<file path="src/rtl/dstc_pkg.sv">
// dstc_pkg: constants, types and decode tables for the status block
// assumes a 200 MHz core clock and a 4-bit register index space
package dstc_pkg;

  // register indices
  localparam logic [3:0] IDX_MODE = 4'h0;
  localparam logic [3:0] IDX_HDR_LOW = 4'h8;
  localparam logic [3:0] IDX_HDR_HIGH = 4'h9;
  localparam logic [3:0] IDX_ATTEN = 4'hB;

  // mode register fields
  localparam int MODE_SWRST_BIT = 2;
  localparam int MODE_TEST_BIT = 5;
  localparam logic [15:0] MODE_RESET = 16'h0000;

  // reset values
  localparam logic [15:0] HDR_RESET = 16'h0000;
  localparam logic [15:0] ATTEN_RESET = 16'h0000;

  // header fields and fixed values
  localparam logic [10:0] SYNC_VALID = 11'h7FF;
  localparam logic [15:0] WAV_LOW = 16'h7761;
  localparam logic [15:0] WAV_HIGH = 16'h7665;
  localparam logic [7:0] ATTEN_SILENT = 8'hFF;
  localparam logic [7:0] ATTEN_MAX_VALID = 8'hBF;
  localparam logic [31:0] PCM_LEN_FOREVER = 32'h0FFF_FFFF;
  localparam int MEM_DONE_BIT = 15;

  // command sequences and operand decoding
  localparam logic [23:0] CMD_SINE_HEAD = 24'h53_EF6E;
  localparam logic [31:0] CMD_SINE_EXIT = 32'h4578_6974;
  localparam logic [31:0] CMD_PIN = 32'h50ED_6E54;
  localparam logic [31:0] CMD_PROD = 32'hCB72_6B54;
  localparam logic [31:0] CMD_MEM = 32'h4DEA_6D54;
  localparam logic [23:0] CMD_COPY_HEAD = 24'h53_70EE;
  localparam logic [7:0] COPY_BASE = 8'h30;
  localparam int SINE_SKIP_SHIFT = 7;

  // cycle counts and widths
  localparam logic [12:0] SWRST_HOLD_CYC = 13'h1770;
  localparam int MEM_TEST_CYC = 32'h0003_0D40;
  localparam int MEM_CNT_W = 18;
  localparam int SYNC_W = 3;

  typedef enum logic [2:0] {
    TEST_NONE, TEST_SINE, TEST_PIN, TEST_PROD, TEST_MEM
  } dstc_test_t;

  // sample rate in Hz from version and rate code
  function automatic logic [16:0] rate_hz(input logic [1:0] ver,
                                         input logic [1:0] code);
    logic [16:0] base;
    base = 17'h0_0000;
    case (code)
      2'd0: base = 17'h0_AC44;
      2'd1: base = 17'h0_BB80;
      2'd2: base = 17'h0_7D00;
      default: base = 17'h0_0000;
    endcase
    if (ver == 2'd3) rate_hz = base;
    else if (ver == 2'd2) rate_hz = base >> 1;
    else rate_hz = base >> 2;
  endfunction : rate_hz

  // bitrate in kbit/s, zero for codes 0 and 15
  function automatic logic [8:0] rate_kbps(input logic [1:0] ver,
                                          input logic [3:0] code);
    logic [8:0] hi;
    logic [8:0] lo;
    hi = 9'h000;
    lo = 9'h000;
    case (code)
      4'd1: begin hi = 9'h020; lo = 9'h008; end
      4'd2: begin hi = 9'h028; lo = 9'h010; end
      4'd3: begin hi = 9'h030; lo = 9'h018; end
      4'd4: begin hi = 9'h038; lo = 9'h020; end
      4'd5: begin hi = 9'h040; lo = 9'h028; end
      4'd6: begin hi = 9'h050; lo = 9'h030; end
      4'd7: begin hi = 9'h060; lo = 9'h038; end
      4'd8: begin hi = 9'h070; lo = 9'h040; end
      4'd9: begin hi = 9'h080; lo = 9'h050; end
      4'd10: begin hi = 9'h0A0; lo = 9'h060; end
      4'd11: begin hi = 9'h0C0; lo = 9'h070; end
      4'd12: begin hi = 9'h0E0; lo = 9'h080; end
      4'd13: begin hi = 9'h100; lo = 9'h090; end
      4'd14: begin hi = 9'h140; lo = 9'h0A0; end
      default: begin hi = 9'h000; lo = 9'h000; end
    endcase
    rate_kbps = (ver == 2'd3) ? hi : lo;
  endfunction : rate_kbps

  // sine test rate from its 3-bit index
  function automatic logic [16:0] sine_rate(input logic [2:0] idx);
    case (idx)
      3'd0: sine_rate = 17'h0_AC44;
      3'd1: sine_rate = 17'h0_BB80;
      3'd2: sine_rate = 17'h0_7D00;
      3'd3: sine_rate = 17'h0_5622;
      3'd4: sine_rate = 17'h0_5DC0;
      3'd5: sine_rate = 17'h0_3E80;
      3'd6: sine_rate = 17'h0_2B11;
      default: sine_rate = 17'h0_2EE0;
    endcase
  endfunction : sine_rate

endpackage : dstc_pkg

</file>
<file path="src/rtl/dstc_sync.sv">
// dstc_sync: three-stage synchroniser with agreement filter
// assumes inputs are asynchronous to clk
module dstc_sync
  import dstc_pkg::*;
(
  // clock and reset
  input wire logic clk,
  input wire logic rst,
  // async in, filtered level out
  input wire logic [SYNC_W-1:0] async_in,
  output logic [SYNC_W-1:0] level_out
);

  logic [SYNC_W-1:0] s1_q;
  logic [SYNC_W-1:0] s2_q;
  logic [SYNC_W-1:0] s3_q;
  logic [SYNC_W-1:0] lvl_q;
  logic [SYNC_W-1:0] lvl_d;

  // a change counts once stages two and three agree
  always_comb
  begin
    for (int i = 0; i < SYNC_W; i++)
      lvl_d[i] = (s2_q[i] == s3_q[i]) ? s3_q[i] : lvl_q[i];
  end

  always_ff @(posedge clk or posedge rst)
  begin
    if (rst)
    begin
      s1_q <= '0;
      s2_q <= '0;
      s3_q <= '0;
      lvl_q <= '0;
    end
    else
    begin
      s1_q <= async_in;
      s2_q <= s1_q;
      s3_q <= s2_q;
      lvl_q <= lvl_d;
    end
  end

  assign level_out = lvl_q;

endmodule : dstc_sync

</file>
<file path="src/rtl/dstc_top.sv">
// dstc_top: header status, volume, reset timing and serial test commands
// assumes a decoder core beside it and a serial control front end
// that delivers register index, strobes and 16-bit data
//
// Contract
// upper header register: sync 15:5, version 4:3, layer 2:1, protect 0
// any reset loads zero into both header registers
// rate code 0..2 maps to 44100/48000/32000, halved or quartered
// bitrate codes 1..14 decode per version; 0 and 15 give no rate
// during wav decoding header registers read fixed values
// severe decode error clears header registers and mutes outputs
// each channel byte is attenuation in half dB steps, 255 silent
// volume register: left in upper byte, right in lower byte
// volume starts at full after power-up, kept over software reset
// both channels silent switches analog power off
// hardware reset clears all state, stops clocks, grounds crystal
// after software reset data request stays low 6000 cycles or more
// host sets reset bit, waits 2 us, resumes when request is high
// wav length 0 or 0xFFFFFFF keeps pcm mode indefinitely
// host resets, enables tests, sends 4 command bytes and 4 zeros
// 53 EF 6E n starts sine test, n gives rate index and skip
// sine frequency is rate times skip over 128, eight rates
// 45 78 69 74 and four zeros ends the sine test
// 50 ED 6E 54 starts pin test, CB 72 6B 54 production test
// 4D EA 6D 54 starts memory test; result after 200000 cycles
// memory result: bit 15 done, bit 6 mux, bits 5..0 memories
// 53 70 EE n copies register n-48 to lower header, else upper
// test sequences recognised only while test enable bit is set
// with tests disabled matching bytes remain ordinary stream data
module dstc_top
  import dstc_pkg::*;
#(
  parameter int MEM_TEST_CYCLES = MEM_TEST_CYC
)
(
  // clock and reset
  input wire logic CLK,
  input wire logic RST,
  // serial data link
  input wire logic SDI_CLK,
  input wire logic SDI_DATA,
  input wire logic SDI_CS_N,
  output logic DATA_REQ,
  output logic [7:0] STREAM_BYTE,
  output logic STREAM_VALID,
  // register port
  input wire logic [3:0] REG_ADDR,
  input wire logic REG_WR,
  input wire logic REG_RD,
  input wire logic [15:0] REG_WDATA,
  output logic [15:0] REG_RDATA,
  // decoder core
  input wire logic CORE_READY,
  input wire logic HDR_LOAD,
  input wire logic [31:0] HDR_WORD,
  input wire logic WAV_ACTIVE,
  input wire logic DECODE_ERROR,
  input wire logic WAV_LEN_VALID,
  input wire logic [31:0] WAV_LEN,
  input wire logic WAV_BITS16,
  input wire logic WAV_STEREO,
  input wire logic [6:0] MEM_RESULT,
  // status
  output logic [16:0] SAMPLE_RATE_HZ,
  output logic [8:0] BITRATE_KBPS,
  output logic STREAM_SYNC_OK,
  output logic [7:0] ATTEN_LEFT,
  output logic [7:0] ATTEN_RIGHT,
  output logic [1:0] CH_SILENT,
  output logic ANALOG_MUTE,
  output logic ANALOG_PWR_OFF,
  output logic PCM_FOREVER,
  output logic PCM_16BIT,
  output logic PCM_STEREO,
  output logic CLOCKS_STOPPED,
  output logic CRYSTAL_GROUND,
  output logic SW_RESET_BUSY,
  // tests
  output logic SINE_ACTIVE,
  output logic [16:0] SINE_RATE_HZ,
  output logic [4:0] SINE_SKIP,
  output logic [14:0] SINE_FREQ_HZ,
  output logic PIN_TEST,
  output logic PROD_TEST,
  output logic MEM_TEST_BUSY
);

  ////////////////////////////////////////////////////////////////////////
  // link side: sync, bit shifting, byte framing

  logic [SYNC_W-1:0] lvl;
  logic sclk_prev_q, sclk_prev_d;
  logic [2:0] bitcnt_q, bitcnt_d;
  logic [7:0] shift_q, shift_d;
  logic [7:0] byte_q, byte_d;
  logic byte_vld_q, byte_vld_d;

  dstc_sync u_sync (
    .clk(CLK),
    .rst(RST),
    .async_in({SDI_CS_N, SDI_DATA, SDI_CLK}),
    .level_out(lvl)
  );

  always_comb
  begin
    sclk_prev_d = lvl[0];
    bitcnt_d = bitcnt_q;
    shift_d = shift_q;
    byte_d = byte_q;
    byte_vld_d = 1'b0;
    if (lvl[2])
      bitcnt_d = 3'd0;
    else if (lvl[0] && !sclk_prev_q)
    begin
      shift_d = {shift_q[6:0], lvl[1]};
      bitcnt_d = bitcnt_q + 3'd1;
      if (bitcnt_q == 3'd7)
      begin
        byte_d = {shift_q[6:0], lvl[1]};
        byte_vld_d = 1'b1;
      end
    end
  end

  always_ff @(posedge CLK or posedge RST)
  begin
    if (RST)
    begin
      sclk_prev_q <= 1'b0;
      bitcnt_q <= 3'd0;
      shift_q <= 8'h00;
      byte_q <= 8'h00;
      byte_vld_q <= 1'b0;
    end
    else
    begin
      sclk_prev_q <= sclk_prev_d;
      bitcnt_q <= bitcnt_d;
      shift_q <= shift_d;
      byte_q <= byte_d;
      byte_vld_q <= byte_vld_d;
    end
  end

  // every byte goes to the decoder, test commands or not; see
  assign STREAM_BYTE = byte_q;
  assign STREAM_VALID = byte_vld_q;

  ////////////////////////////////////////////////////////////////////////
  // command matcher and test state

  logic [15:0] mode_q;
  logic [63:0] hist_q, hist_d;
  logic [63:0] win;
  dstc_test_t test_q, test_d;
  logic [7:0] sine_n_q, sine_n_d;
  logic [MEM_CNT_W-1:0] mem_cnt_q, mem_cnt_d;
  logic mem_done_q, mem_done_d;
  logic copy_go_q, copy_go_d;
  logic [7:0] copy_n_q, copy_n_d;

  assign win = {hist_q[55:0], byte_q};

  always_comb
  begin
    hist_d = hist_q;
    test_d = test_q;
    sine_n_d = sine_n_q;
    mem_cnt_d = mem_cnt_q;
    mem_done_d = 1'b0;
    copy_go_d = 1'b0;
    copy_n_d = copy_n_q;
    if (byte_vld_q)
      hist_d = win;
    if (test_q == TEST_MEM)
    begin
      if (mem_cnt_q == MEM_CNT_W'(MEM_TEST_CYCLES - 1))
      begin
        mem_done_d = 1'b1;
        test_d = TEST_NONE;
      end
      else
        mem_cnt_d = mem_cnt_q + 1'b1;
    end

    if (byte_vld_q && mode_q[MODE_TEST_BIT] && win[31:0] == 32'h0000_0000)
    begin
      case (1'b1)
        (win[63:32] == CMD_PIN): test_d = TEST_PIN;
        (win[63:32] == CMD_PROD): test_d = TEST_PROD;
        (win[63:32] == CMD_MEM):
        begin
          test_d = TEST_MEM;
          mem_cnt_d = '0;
        end
        (win[63:40] == CMD_SINE_HEAD):
        begin
          test_d = TEST_SINE;
          sine_n_d = win[39:32];
        end
        (win[63:32] == CMD_SINE_EXIT):
        begin
          if (test_q == TEST_SINE)
            test_d = TEST_NONE;
        end
        (win[63:40] == CMD_COPY_HEAD):
        begin
          copy_go_d = 1'b1;
          copy_n_d = win[39:32];
        end
        default: test_d = test_d;
      endcase
    end
  end

  always_ff @(posedge CLK or posedge RST)
  begin
    if (RST)
    begin
      hist_q <= 64'h0000_0000_0000_0000;
      test_q <= TEST_NONE;
      sine_n_q <= 8'h00;
      mem_cnt_q <= '0;
      mem_done_q <= 1'b0;
      copy_go_q <= 1'b0;
      copy_n_q <= 8'h00;
    end
    else
    begin
      hist_q <= hist_d;
      test_q <= test_d;
      sine_n_q <= sine_n_d;
      mem_cnt_q <= mem_cnt_d;
      mem_done_q <= mem_done_d;
      copy_go_q <= copy_go_d;
      copy_n_q <= copy_n_d;
    end
  end

  ////////////////////////////////////////////////////////////////////////
  // registers, reset timing and status

  logic [15:0] mode_d;
  logic [15:0] hdr_lo_q, hdr_lo_d, hdr_hi_q, hdr_hi_d;
  logic [15:0] atten_q, atten_d;
  logic [15:0] rdata_q, rdata_d;
  logic [12:0] hold_q, hold_d;
  logic data_request_line_q, data_request_line_d;
  logic mute_q, mute_d;
  logic pcm_q, pcm_d, pcm16_q, pcm16_d, pcmst_q, pcmst_d;
  logic stop_q;
  logic [16:0] rate_q, rate_d, srate_q, srate_d;
  logic [8:0] kbps_q, kbps_d;
  logic [14:0] sfreq_q, sfreq_d;
  logic [21:0] sprod;
  logic [7:0] copy_src;
  logic [15:0] copy_val;
  logic sw_rst;

  // visible register value for a given index; see
  function automatic logic [15:0] view(input logic [3:0] idx);
    case (idx)
      IDX_MODE: view = mode_q;
      IDX_HDR_LOW: view = WAV_ACTIVE ? WAV_LOW : hdr_lo_q;
      IDX_HDR_HIGH: view = WAV_ACTIVE ? WAV_HIGH : hdr_hi_q;
      IDX_ATTEN: view = atten_q;
      default: view = 16'h0000;
    endcase
  endfunction : view

  assign sw_rst = REG_WR && REG_ADDR == IDX_MODE && REG_WDATA[MODE_SWRST_BIT];
  assign copy_src = copy_n_q - COPY_BASE;
  assign sprod = 22'(sine_rate(sine_n_q[7:5])) * 22'(sine_n_q[4:0]);

  always_comb
  begin
    mode_d = mode_q;
    mode_d[MODE_SWRST_BIT] = 1'b0; // bit clears itself
    hdr_lo_d = hdr_lo_q;
    hdr_hi_d = hdr_hi_q;
    atten_d = atten_q;
    rdata_d = rdata_q;
    hold_d = (hold_q != 13'd0) ? hold_q - 13'd1 : hold_q;
    mute_d = mute_q;
    pcm_d = pcm_q;
    pcm16_d = pcm16_q;
    pcmst_d = pcmst_q;
    copy_val = (copy_src[7:4] == 4'h0) ? view(copy_src[3:0]) : 16'h0000;
    if (REG_RD)
      rdata_d = view(REG_ADDR);
    if (REG_WR && REG_ADDR == IDX_MODE)
      mode_d = REG_WDATA;
    if (REG_WR && REG_ADDR == IDX_ATTEN)
      atten_d = REG_WDATA;
    if (HDR_LOAD)
    begin
      hdr_hi_d = HDR_WORD[31:16];
      hdr_lo_d = HDR_WORD[15:0];
      mute_d = 1'b0;
    end
    if (copy_go_q)
    begin
      if (copy_src == {4'h0, IDX_HDR_LOW})
        hdr_hi_d = copy_val;
      else
        hdr_lo_d = copy_val;
    end
    if (mem_done_q)
      hdr_lo_d = (16'h1 << MEM_DONE_BIT) | {9'h000, MEM_RESULT};
    if (WAV_LEN_VALID)
    begin
      pcm_d = (WAV_LEN == 32'h0000_0000) || (WAV_LEN == PCM_LEN_FOREVER);
      pcm16_d = WAV_BITS16;
      pcmst_d = WAV_STEREO;
    end
    if (DECODE_ERROR)
    begin
      hdr_lo_d = HDR_RESET;
      hdr_hi_d = HDR_RESET;
      mute_d = 1'b1;
    end
    if (sw_rst)
    begin
      hdr_lo_d = HDR_RESET;
      hdr_hi_d = HDR_RESET;
      hold_d = SWRST_HOLD_CYC;
      mute_d = 1'b0;
      pcm_d = 1'b0;
      // attenuation deliberately untouched; see
    end
    data_request_line_d = (hold_d == 13'd0) && CORE_READY && !sw_rst;
    rate_d = rate_hz(hdr_hi_q[4:3], hdr_lo_q[11:10]);
    kbps_d = rate_kbps(hdr_hi_q[4:3], hdr_lo_q[15:12]);
    srate_d = sine_rate(sine_n_q[7:5]);
    sfreq_d = sprod[21:SINE_SKIP_SHIFT];
  end

  // hardware reset returns everything to initial values; see
  always_ff @(posedge CLK or posedge RST)
  begin
    if (RST)
    begin
      mode_q <= MODE_RESET;
      hdr_lo_q <= HDR_RESET;
      hdr_hi_q <= HDR_RESET;
      atten_q <= ATTEN_RESET;
      rdata_q <= 16'h0000;
      hold_q <= 13'd0;
      data_request_line_q <= 1'b0;
      mute_q <= 1'b0;
      pcm_q <= 1'b0;
      pcm16_q <= 1'b0;
      pcmst_q <= 1'b0;
      stop_q <= 1'b1;
      rate_q <= 17'h0_0000;
      kbps_q <= 9'h000;
      srate_q <= 17'h0_0000;
      sfreq_q <= 15'h0000;
    end
    else
    begin
      mode_q <= mode_d;
      hdr_lo_q <= hdr_lo_d;
      hdr_hi_q <= hdr_hi_d;
      atten_q <= atten_d;
      rdata_q <= rdata_d;
      hold_q <= hold_d;
      data_request_line_q <= data_request_line_d;
      mute_q <= mute_d;
      pcm_q <= pcm_d;
      pcm16_q <= pcm16_d;
      pcmst_q <= pcmst_d;
      stop_q <= 1'b0;
      rate_q <= rate_d;
      kbps_q <= kbps_d;
      srate_q <= srate_d;
      sfreq_q <= sfreq_d;
    end
  end

  ////////////////////////////////////////////////////////////////////////
  // outputs

  assign REG_RDATA = rdata_q;
  assign DATA_REQ = data_request_line_q;
  assign SW_RESET_BUSY = hold_q != 13'd0;
  assign SAMPLE_RATE_HZ = rate_q;
  assign BITRATE_KBPS = kbps_q;
  assign STREAM_SYNC_OK = hdr_hi_q[15:5] == SYNC_VALID;
  assign ATTEN_LEFT = atten_q[15:8];
  assign ATTEN_RIGHT = atten_q[7:0];
  assign CH_SILENT = {atten_q[15:8] == ATTEN_SILENT,
                      atten_q[7:0] == ATTEN_SILENT};
  assign ANALOG_PWR_OFF = &CH_SILENT;
  assign ANALOG_MUTE = mute_q | ANALOG_PWR_OFF;
  assign PCM_FOREVER = pcm_q;
  assign PCM_16BIT = pcm16_q;
  assign PCM_STEREO = pcmst_q;
  assign CLOCKS_STOPPED = stop_q;
  assign CRYSTAL_GROUND = stop_q;
  assign SINE_ACTIVE = test_q == TEST_SINE;
  assign SINE_RATE_HZ = srate_q;
  assign SINE_SKIP = sine_n_q[4:0];
  assign SINE_FREQ_HZ = sfreq_q;
  assign PIN_TEST = test_q == TEST_PIN;
  assign PROD_TEST = test_q == TEST_PROD;
  assign MEM_TEST_BUSY = test_q == TEST_MEM;

endmodule : dstc_top

</file>
<file path="config.mk">
export PLATFORM = sky130hd
export DESIGN_NAME = dstc_top
export DESIGN_NICKNAME = d
export VERILOG_FILES = /design/src/rtl/dstc_pkg.sv /design/src/rtl/dstc_sync.sv /design/src/rtl/dstc_top.sv
export SDC_FILE = /design/constraint.sdc
export NUM_CORES = 1
export LEC_CHECK = 0
export ABC_CLOCK_PERIOD_IN_PS = 26500
export BUFFER_PORTS_ARGS = -buffer_cell sky130_fd_sc_hd__clkbuf_2
export CORE_UTILIZATION = 62
export DETAILED_ROUTE_END_ITERATION = 8
export GPL_ROUTABILITY_DRIVEN = 0
export PLACE_DENSITY_LB_ADDON = 0.2
export SYNTH_ARGS = -nofsm -noshare
export SYNTH_HDL_FRONTEND = slang
export SYNTH_SLANG_ARGS = --single-unit
export TNS_END_PERCENT = 30
</file>
<file path="constraint.sdc">
create_clock -name CLK -period 26.5 [get_ports CLK]
set_clock_uncertainty 0.2 [all_clocks]
set_input_delay 5.3 -clock CLK [delete_from_list [all_inputs] [get_ports CLK]]
set_output_delay 5.3 -clock CLK [all_outputs]
set_load 0.005 [all_outputs]
</file>
==> Yosys cells after proc, flatten, opt, wreduce, memory -nomap -nowiden <==
Memories as Yosys holds them, arrays and structs flattened.
Index checks and enable logic that the tools add are counted.
{ "totals": {"regBits": 284, "romBits": 176, "out_inout_bits": 120, "word_cells": 170, "memories": 1} }
{ "classes": {"add_sub_neg": 4, "multipliers": 1, "n_eq_ne": 36, "muxes": 58, "bitwise_logic": 7, "n_reduce_logical": 28} }
{ "memory_table": {"columns": ["memory", "depth", "width", "rd", "rd_clocked_by_memory_dff", "wr", "line", "rtl"], "rows": [
  ["(name not given)", 16, 11, 1, 0, 0, "dstc_pkg.sv:72", "case (code)"]
]} }
{ "ops": {"columns": ["cell", "count"], "rows": [
  ["16-bit 2-to-1 mux", 15],
  ["16-bit case mux with 4 select lines", 2],
  ["16-bit case mux with 7 select lines", 1],
  ["18-bit 2-to-1 mux", 6],
  ["32-bit by 31-bit equality test with 1-bit output, second input constant", 3],
  ["32-bit logical NOT", 2],
  ["24-bit by 23-bit equality test with 1-bit output, second input constant", 2],
  ["16-bit case mux with 3 select lines", 1],
  ["3-bit 2-to-1 mux", 12],
  ["32-bit by 28-bit equality test with 1-bit output, second input constant", 1],
  ["32-bit equality test, second input constant", 1],
  ["13-bit 2-to-1 mux", 2],
  ["4-bit equality test, second input constant", 6],
  ["17-bit by 5-bit multiplier with 22-bit output", 1],
  ["18-bit by 1-bit adder with 18-bit output, second input constant", 1],
  ["18-bit equality test, second input constant", 1],
  ["1-bit 2-to-1 mux", 17],
  ["17-bit 2-to-1 mux", 1],
  ["8-bit equality test, second input constant", 2],
  ["3-bit equality test, second input constant", 5],
  ["13-bit logical NOT", 1],
  ["13-bit nonzero test", 1],
  ["13-bit by 1-bit subtractor with 13-bit output, second input constant", 1],
  ["3-bit by 2-bit equality test with 1-bit output, second input constant", 4],
  ["other kinds (23)", 45]
]} }

==> Logic depth before layout (Yosys ltp) <==
{ "depth": {"word_depth": 10, "ltp_mapped": 18} }

==> Hierarchy <==
From an unflattened synthesis, not the netlist that was laid out.
{ "unflattened": {"cells_unflattened": 1406, "area_unflattened_um2": 15019.4} }
{ "modules_own_cells": {"columns": ["mod", "n_inst", "cells_each", "area_per_inst_um2", "seq_area_each_um2"], "rows": [
  ["dstc_top", 1, 1390, 14681.6, 6582.6],
  ["dstc_sync", 1, 16, 337.8, 300.3]
]} }

==> Worst setup path before layout <==
Ideal clock, no wire load.
{ "synth_path": {"path_kind": "register -> output", "startpoint": "register hold_q[7]", "endpoint": "output port SW_RESET_BUSY", "t_arrival_ns": 1.717, "setup_slack_ns": 19.283, "path_stages_with_launch": 6, "path_cell_list": "dfrtp_1 -> buf_6 -> or4_4 -> or3_4 -> nor3_4 -> inv_2"} }
{ "synth_between": {"elab_chain_cells": 1} }
{ "synth_rtl": {"columns": ["element", "line", "rtl"], "rows": [
  ["start, declared", "dstc_top.sv:248", "logic [12:0] hold_q, hold_d;"],
  ["start signal, assigned", "dstc_top.sv:368", "hold_q <= hold_d;"],
  ["13-bit nonzero test", "dstc_top.sv:387", "assign SW_RESET_BUSY = hold_q != 13'd0;"],
  ["end, declared", "dstc_top.sv:77", "output logic SW_RESET_BUSY,"]
]} }
No other way between the ends.

==> Worst setup path after layout <==
Same ends and word-level chain as after synthesis.

==> flow_summary.yaml <==
placement:
  post-place-ws_ps: 18440
  hpwl_um: 24750
  port_buffers: 217
  post_dp_cell_area_um2: 16140
global_routing:
  grt_max_degree: 151
  grtUsageTotal_pct: 28.71
  grt_pass1_wl_um: 56170
  grt_pass1_vias: 10900
  overflow: 0
  antenna_found_initial: 2
floorplanning:
  core_area_um2: 23540
  fp.dieW_um: 157.2
  ios: 225
  dieArea_um2: 24720
  dieHeight_um: 157.2
  placementRows: 56
  start_util_pct: 63.44
clock_network:
  clock_sinks: 275
  root_buffer: "clkbuf_16"
  cts.reportedPaths.clkPinSlew_ps: 60
  insertion_delay_ps: 560
  cts_buffer_depth: 3
  post_cts_buffers: 0
  h-tree-depth: 1
  numCtsBuffers: 28
  hold_buffers: 0
  post_cts_resized: 0
  tritoncts: "done"
logic_synthesis:
  yosysMostFrequentCell: "dfrtp_1"
  ys_top_cells_by_area: "dfrtp_1 46%, mux2_2 9.2%, fa_1 4.8%"
  ys_top_cells_by_count: "274 x dfrtp_1, 122 x mux2_2, 93 x nand2_1, 93 x nor2_1, 90 x inv_1"
  syn_inst: 1393
  yosysWarnings: 0
  avgSynthCellArea_um2: 10.72
  async_reset_ff_share_pct: 100.0
  synth.distinct_cells: 73
  yosys.area.top_type_share_pct: 45.91
  synth_flop_cell: "dfrtp_1"
  synth_seq_cells: 275
  synthesis.area_um2: 14940
  synth_edf_count: 0
  synth_area_leader_cell: "dfrtp_1"
  ys_seq_area_share_pct: 46.08
sta:
  setup_tns_ps: 0
  period_share_pct: 30.01
  fin_hold_ws_ps: 153.1
  finalHoldViolations: 0
  worst-slew-pin-transition_ps: 1085
  period_minus_slack_ps: 7952
  rsz0062_at_grt: "no"
  setup_viol: 0
  finalMaxSlewViolations: 0
  fin_ws_ps: 18550
  slew_headroom_pct: 27.51
  clock.fmax_mhz: 125.8
finish:
  nets: 1761
  fin_area_um2: 17050
  n_antenna_cell: 0
  drive_gt1_share_pct: 26.21
  syn2layout_area_growth_pct: 14.14
setup_path:
  endpoint_kind: "primary output"
  critPathKind: "flip-flop to primary output"
  max_stage_delay_ps: 600
  cp_data_required_time_ps: 21000
  crit_arrival_ps: 2450
  slowest_stage: "or4_4"
  cp_max_fo: 9
  critPathTopFamily: "simple AND/OR/NAND/NOR gates"
  cp-start-kind: "flip-flop"
  reg2reg_setup_slack_ps: 21220
  crit_buf_inv: 2
  crit_chain: "or4_4 > or3_4 > nor3_4 > inv_2 > clkbuf_2"
detailed_routing:
  postRouteWirelength_um: 34680
  viasPerCell: 5.963
  wl_per_cell_um: 18.16
  drc: 0
  dr.pass1.iters: 6
  first_iter_violations: 1104
  dr_total_vias: 11390
  ant_nets: 0
run_status:
  outcome: "completed"
power_and_ir_drop:
  power_density_nw_per_um2: 57.22
  p_total_w: 0.0009755
  vdd_drop_max_v: 0.00004402
  p_leak_nw: 8.488
min_path:
  hold_class: "flip-flop to flip-flop"
flow_run:
  drv_cap: 0
## where the power goes
group          leakage, nW  switching (W)  internal, W
clock                0.448       0.000161     0.000220
combinational         4.43      0.0000531    0.0000507
sequential            3.61      0.0000400     0.000450
total                 8.49       0.000255     0.000721
## layout make-up
| type | count | area (µm²) |
|---|---|---|
| clock buffers | 43 | 847.1 |
| repair buffers | 224 | 1139 |
| well taps | 319 | 399.1 |
| multi-input cells | 951 | 7367 |
| clock inverters | 7 | 62.56 |
| inverters | 91 | 349.1 |
| flip-flops and latches | 275 | 6884 |
| fillers | 1748 | 6495 |
## state kept, by name, summed over array words and instances (netlist names), 3 cells and up
signal and count:
STREAM_BYTE 8, hist_q 56, hdr_lo_q 16, atten_q 16
u_sync.level_out 3, SAMPLE_RATE_HZ 14, sine_n_q 8, test_q 3
BITRATE_KBPS 6, hdr_hi_q 16, hold_q 13, u_sync.s2_q 3
mode_q 16, u_sync.s3_q 3, SINE_RATE_HZ 14, shift_q 7
bitcnt_q 3, mem_cnt_q 18, REG_RDATA 16, copy_n_q 8
u_sync.s1_q 3, SINE_FREQ_HZ 15
## path summary, 6_finish.rpt
| check | startpoint | endpoint | cells past startpoint |
|---|---|---|---|
| setup / recovery | hold_q[7] | SW_RESET_BUSY | 5 |
| hold / removal | u_sync.s1_q[1] | u_sync.s2_q[1] | 0 |
| setup reg to reg | sine_n_q[5] | SINE_FREQ_HZ[11] | 16 |
| hold reg to reg | u_sync.s1_q[1] | u_sync.s2_q[1] | 0 |
| max in group asynchronous | RST | SINE_FREQ_HZ[6] | 3 |
| min in group asynchronous | RST | mem_cnt_q[7] | 2 |
## placed cells by master (no fill, tap or decap), drive strengths merged, types with 24 or more instances in the layout
cell,count
a211oi,31
a21oi,55
and2,52
clkbuf,260
dfrtp,274
fa,36
ha,49
inv,91
mux2,122
mux2i,37
nand2,93
nand3,24
nand4,27
nor2,93
nor3,26
nor4,26
o21ai,39
## cell families (layout without fill, tap and decap cells)
logic type               count (synthesis)  count (layout)  synth area share [%]
AO/OA/AOI/OAI                          241             241                 10.87
XOR/XNOR                                38              38                 2.228
adder cells (fa/ha/maj)                 88              88                 9.131
buffers and inverters                  174             365                 4.867
flip-flops                             275             275                 46.08
multiplexers                           160             160                 11.83
other                                    1               8               0.02511
AND/OR/NAND/NOR                        416             416                 14.97
## through the flow
step	util (%)	cells
after floorplan	-	1400
after global placement	68.55	1860
after detailed placement	68.55	1860
after CTS	72.41	1910
after global routing	72.41	1910
final	72.41	1910
## routing by layer
metal	track usage, %	vias up	wire length, µm
met5	0	-	28
met4	10.54	4	1315
met3	5.341	96	2867
met2	44.18	538	15540
met1	40.67	5468	14930
li1	-	5284	-
(Power assumes the default switching activity.)
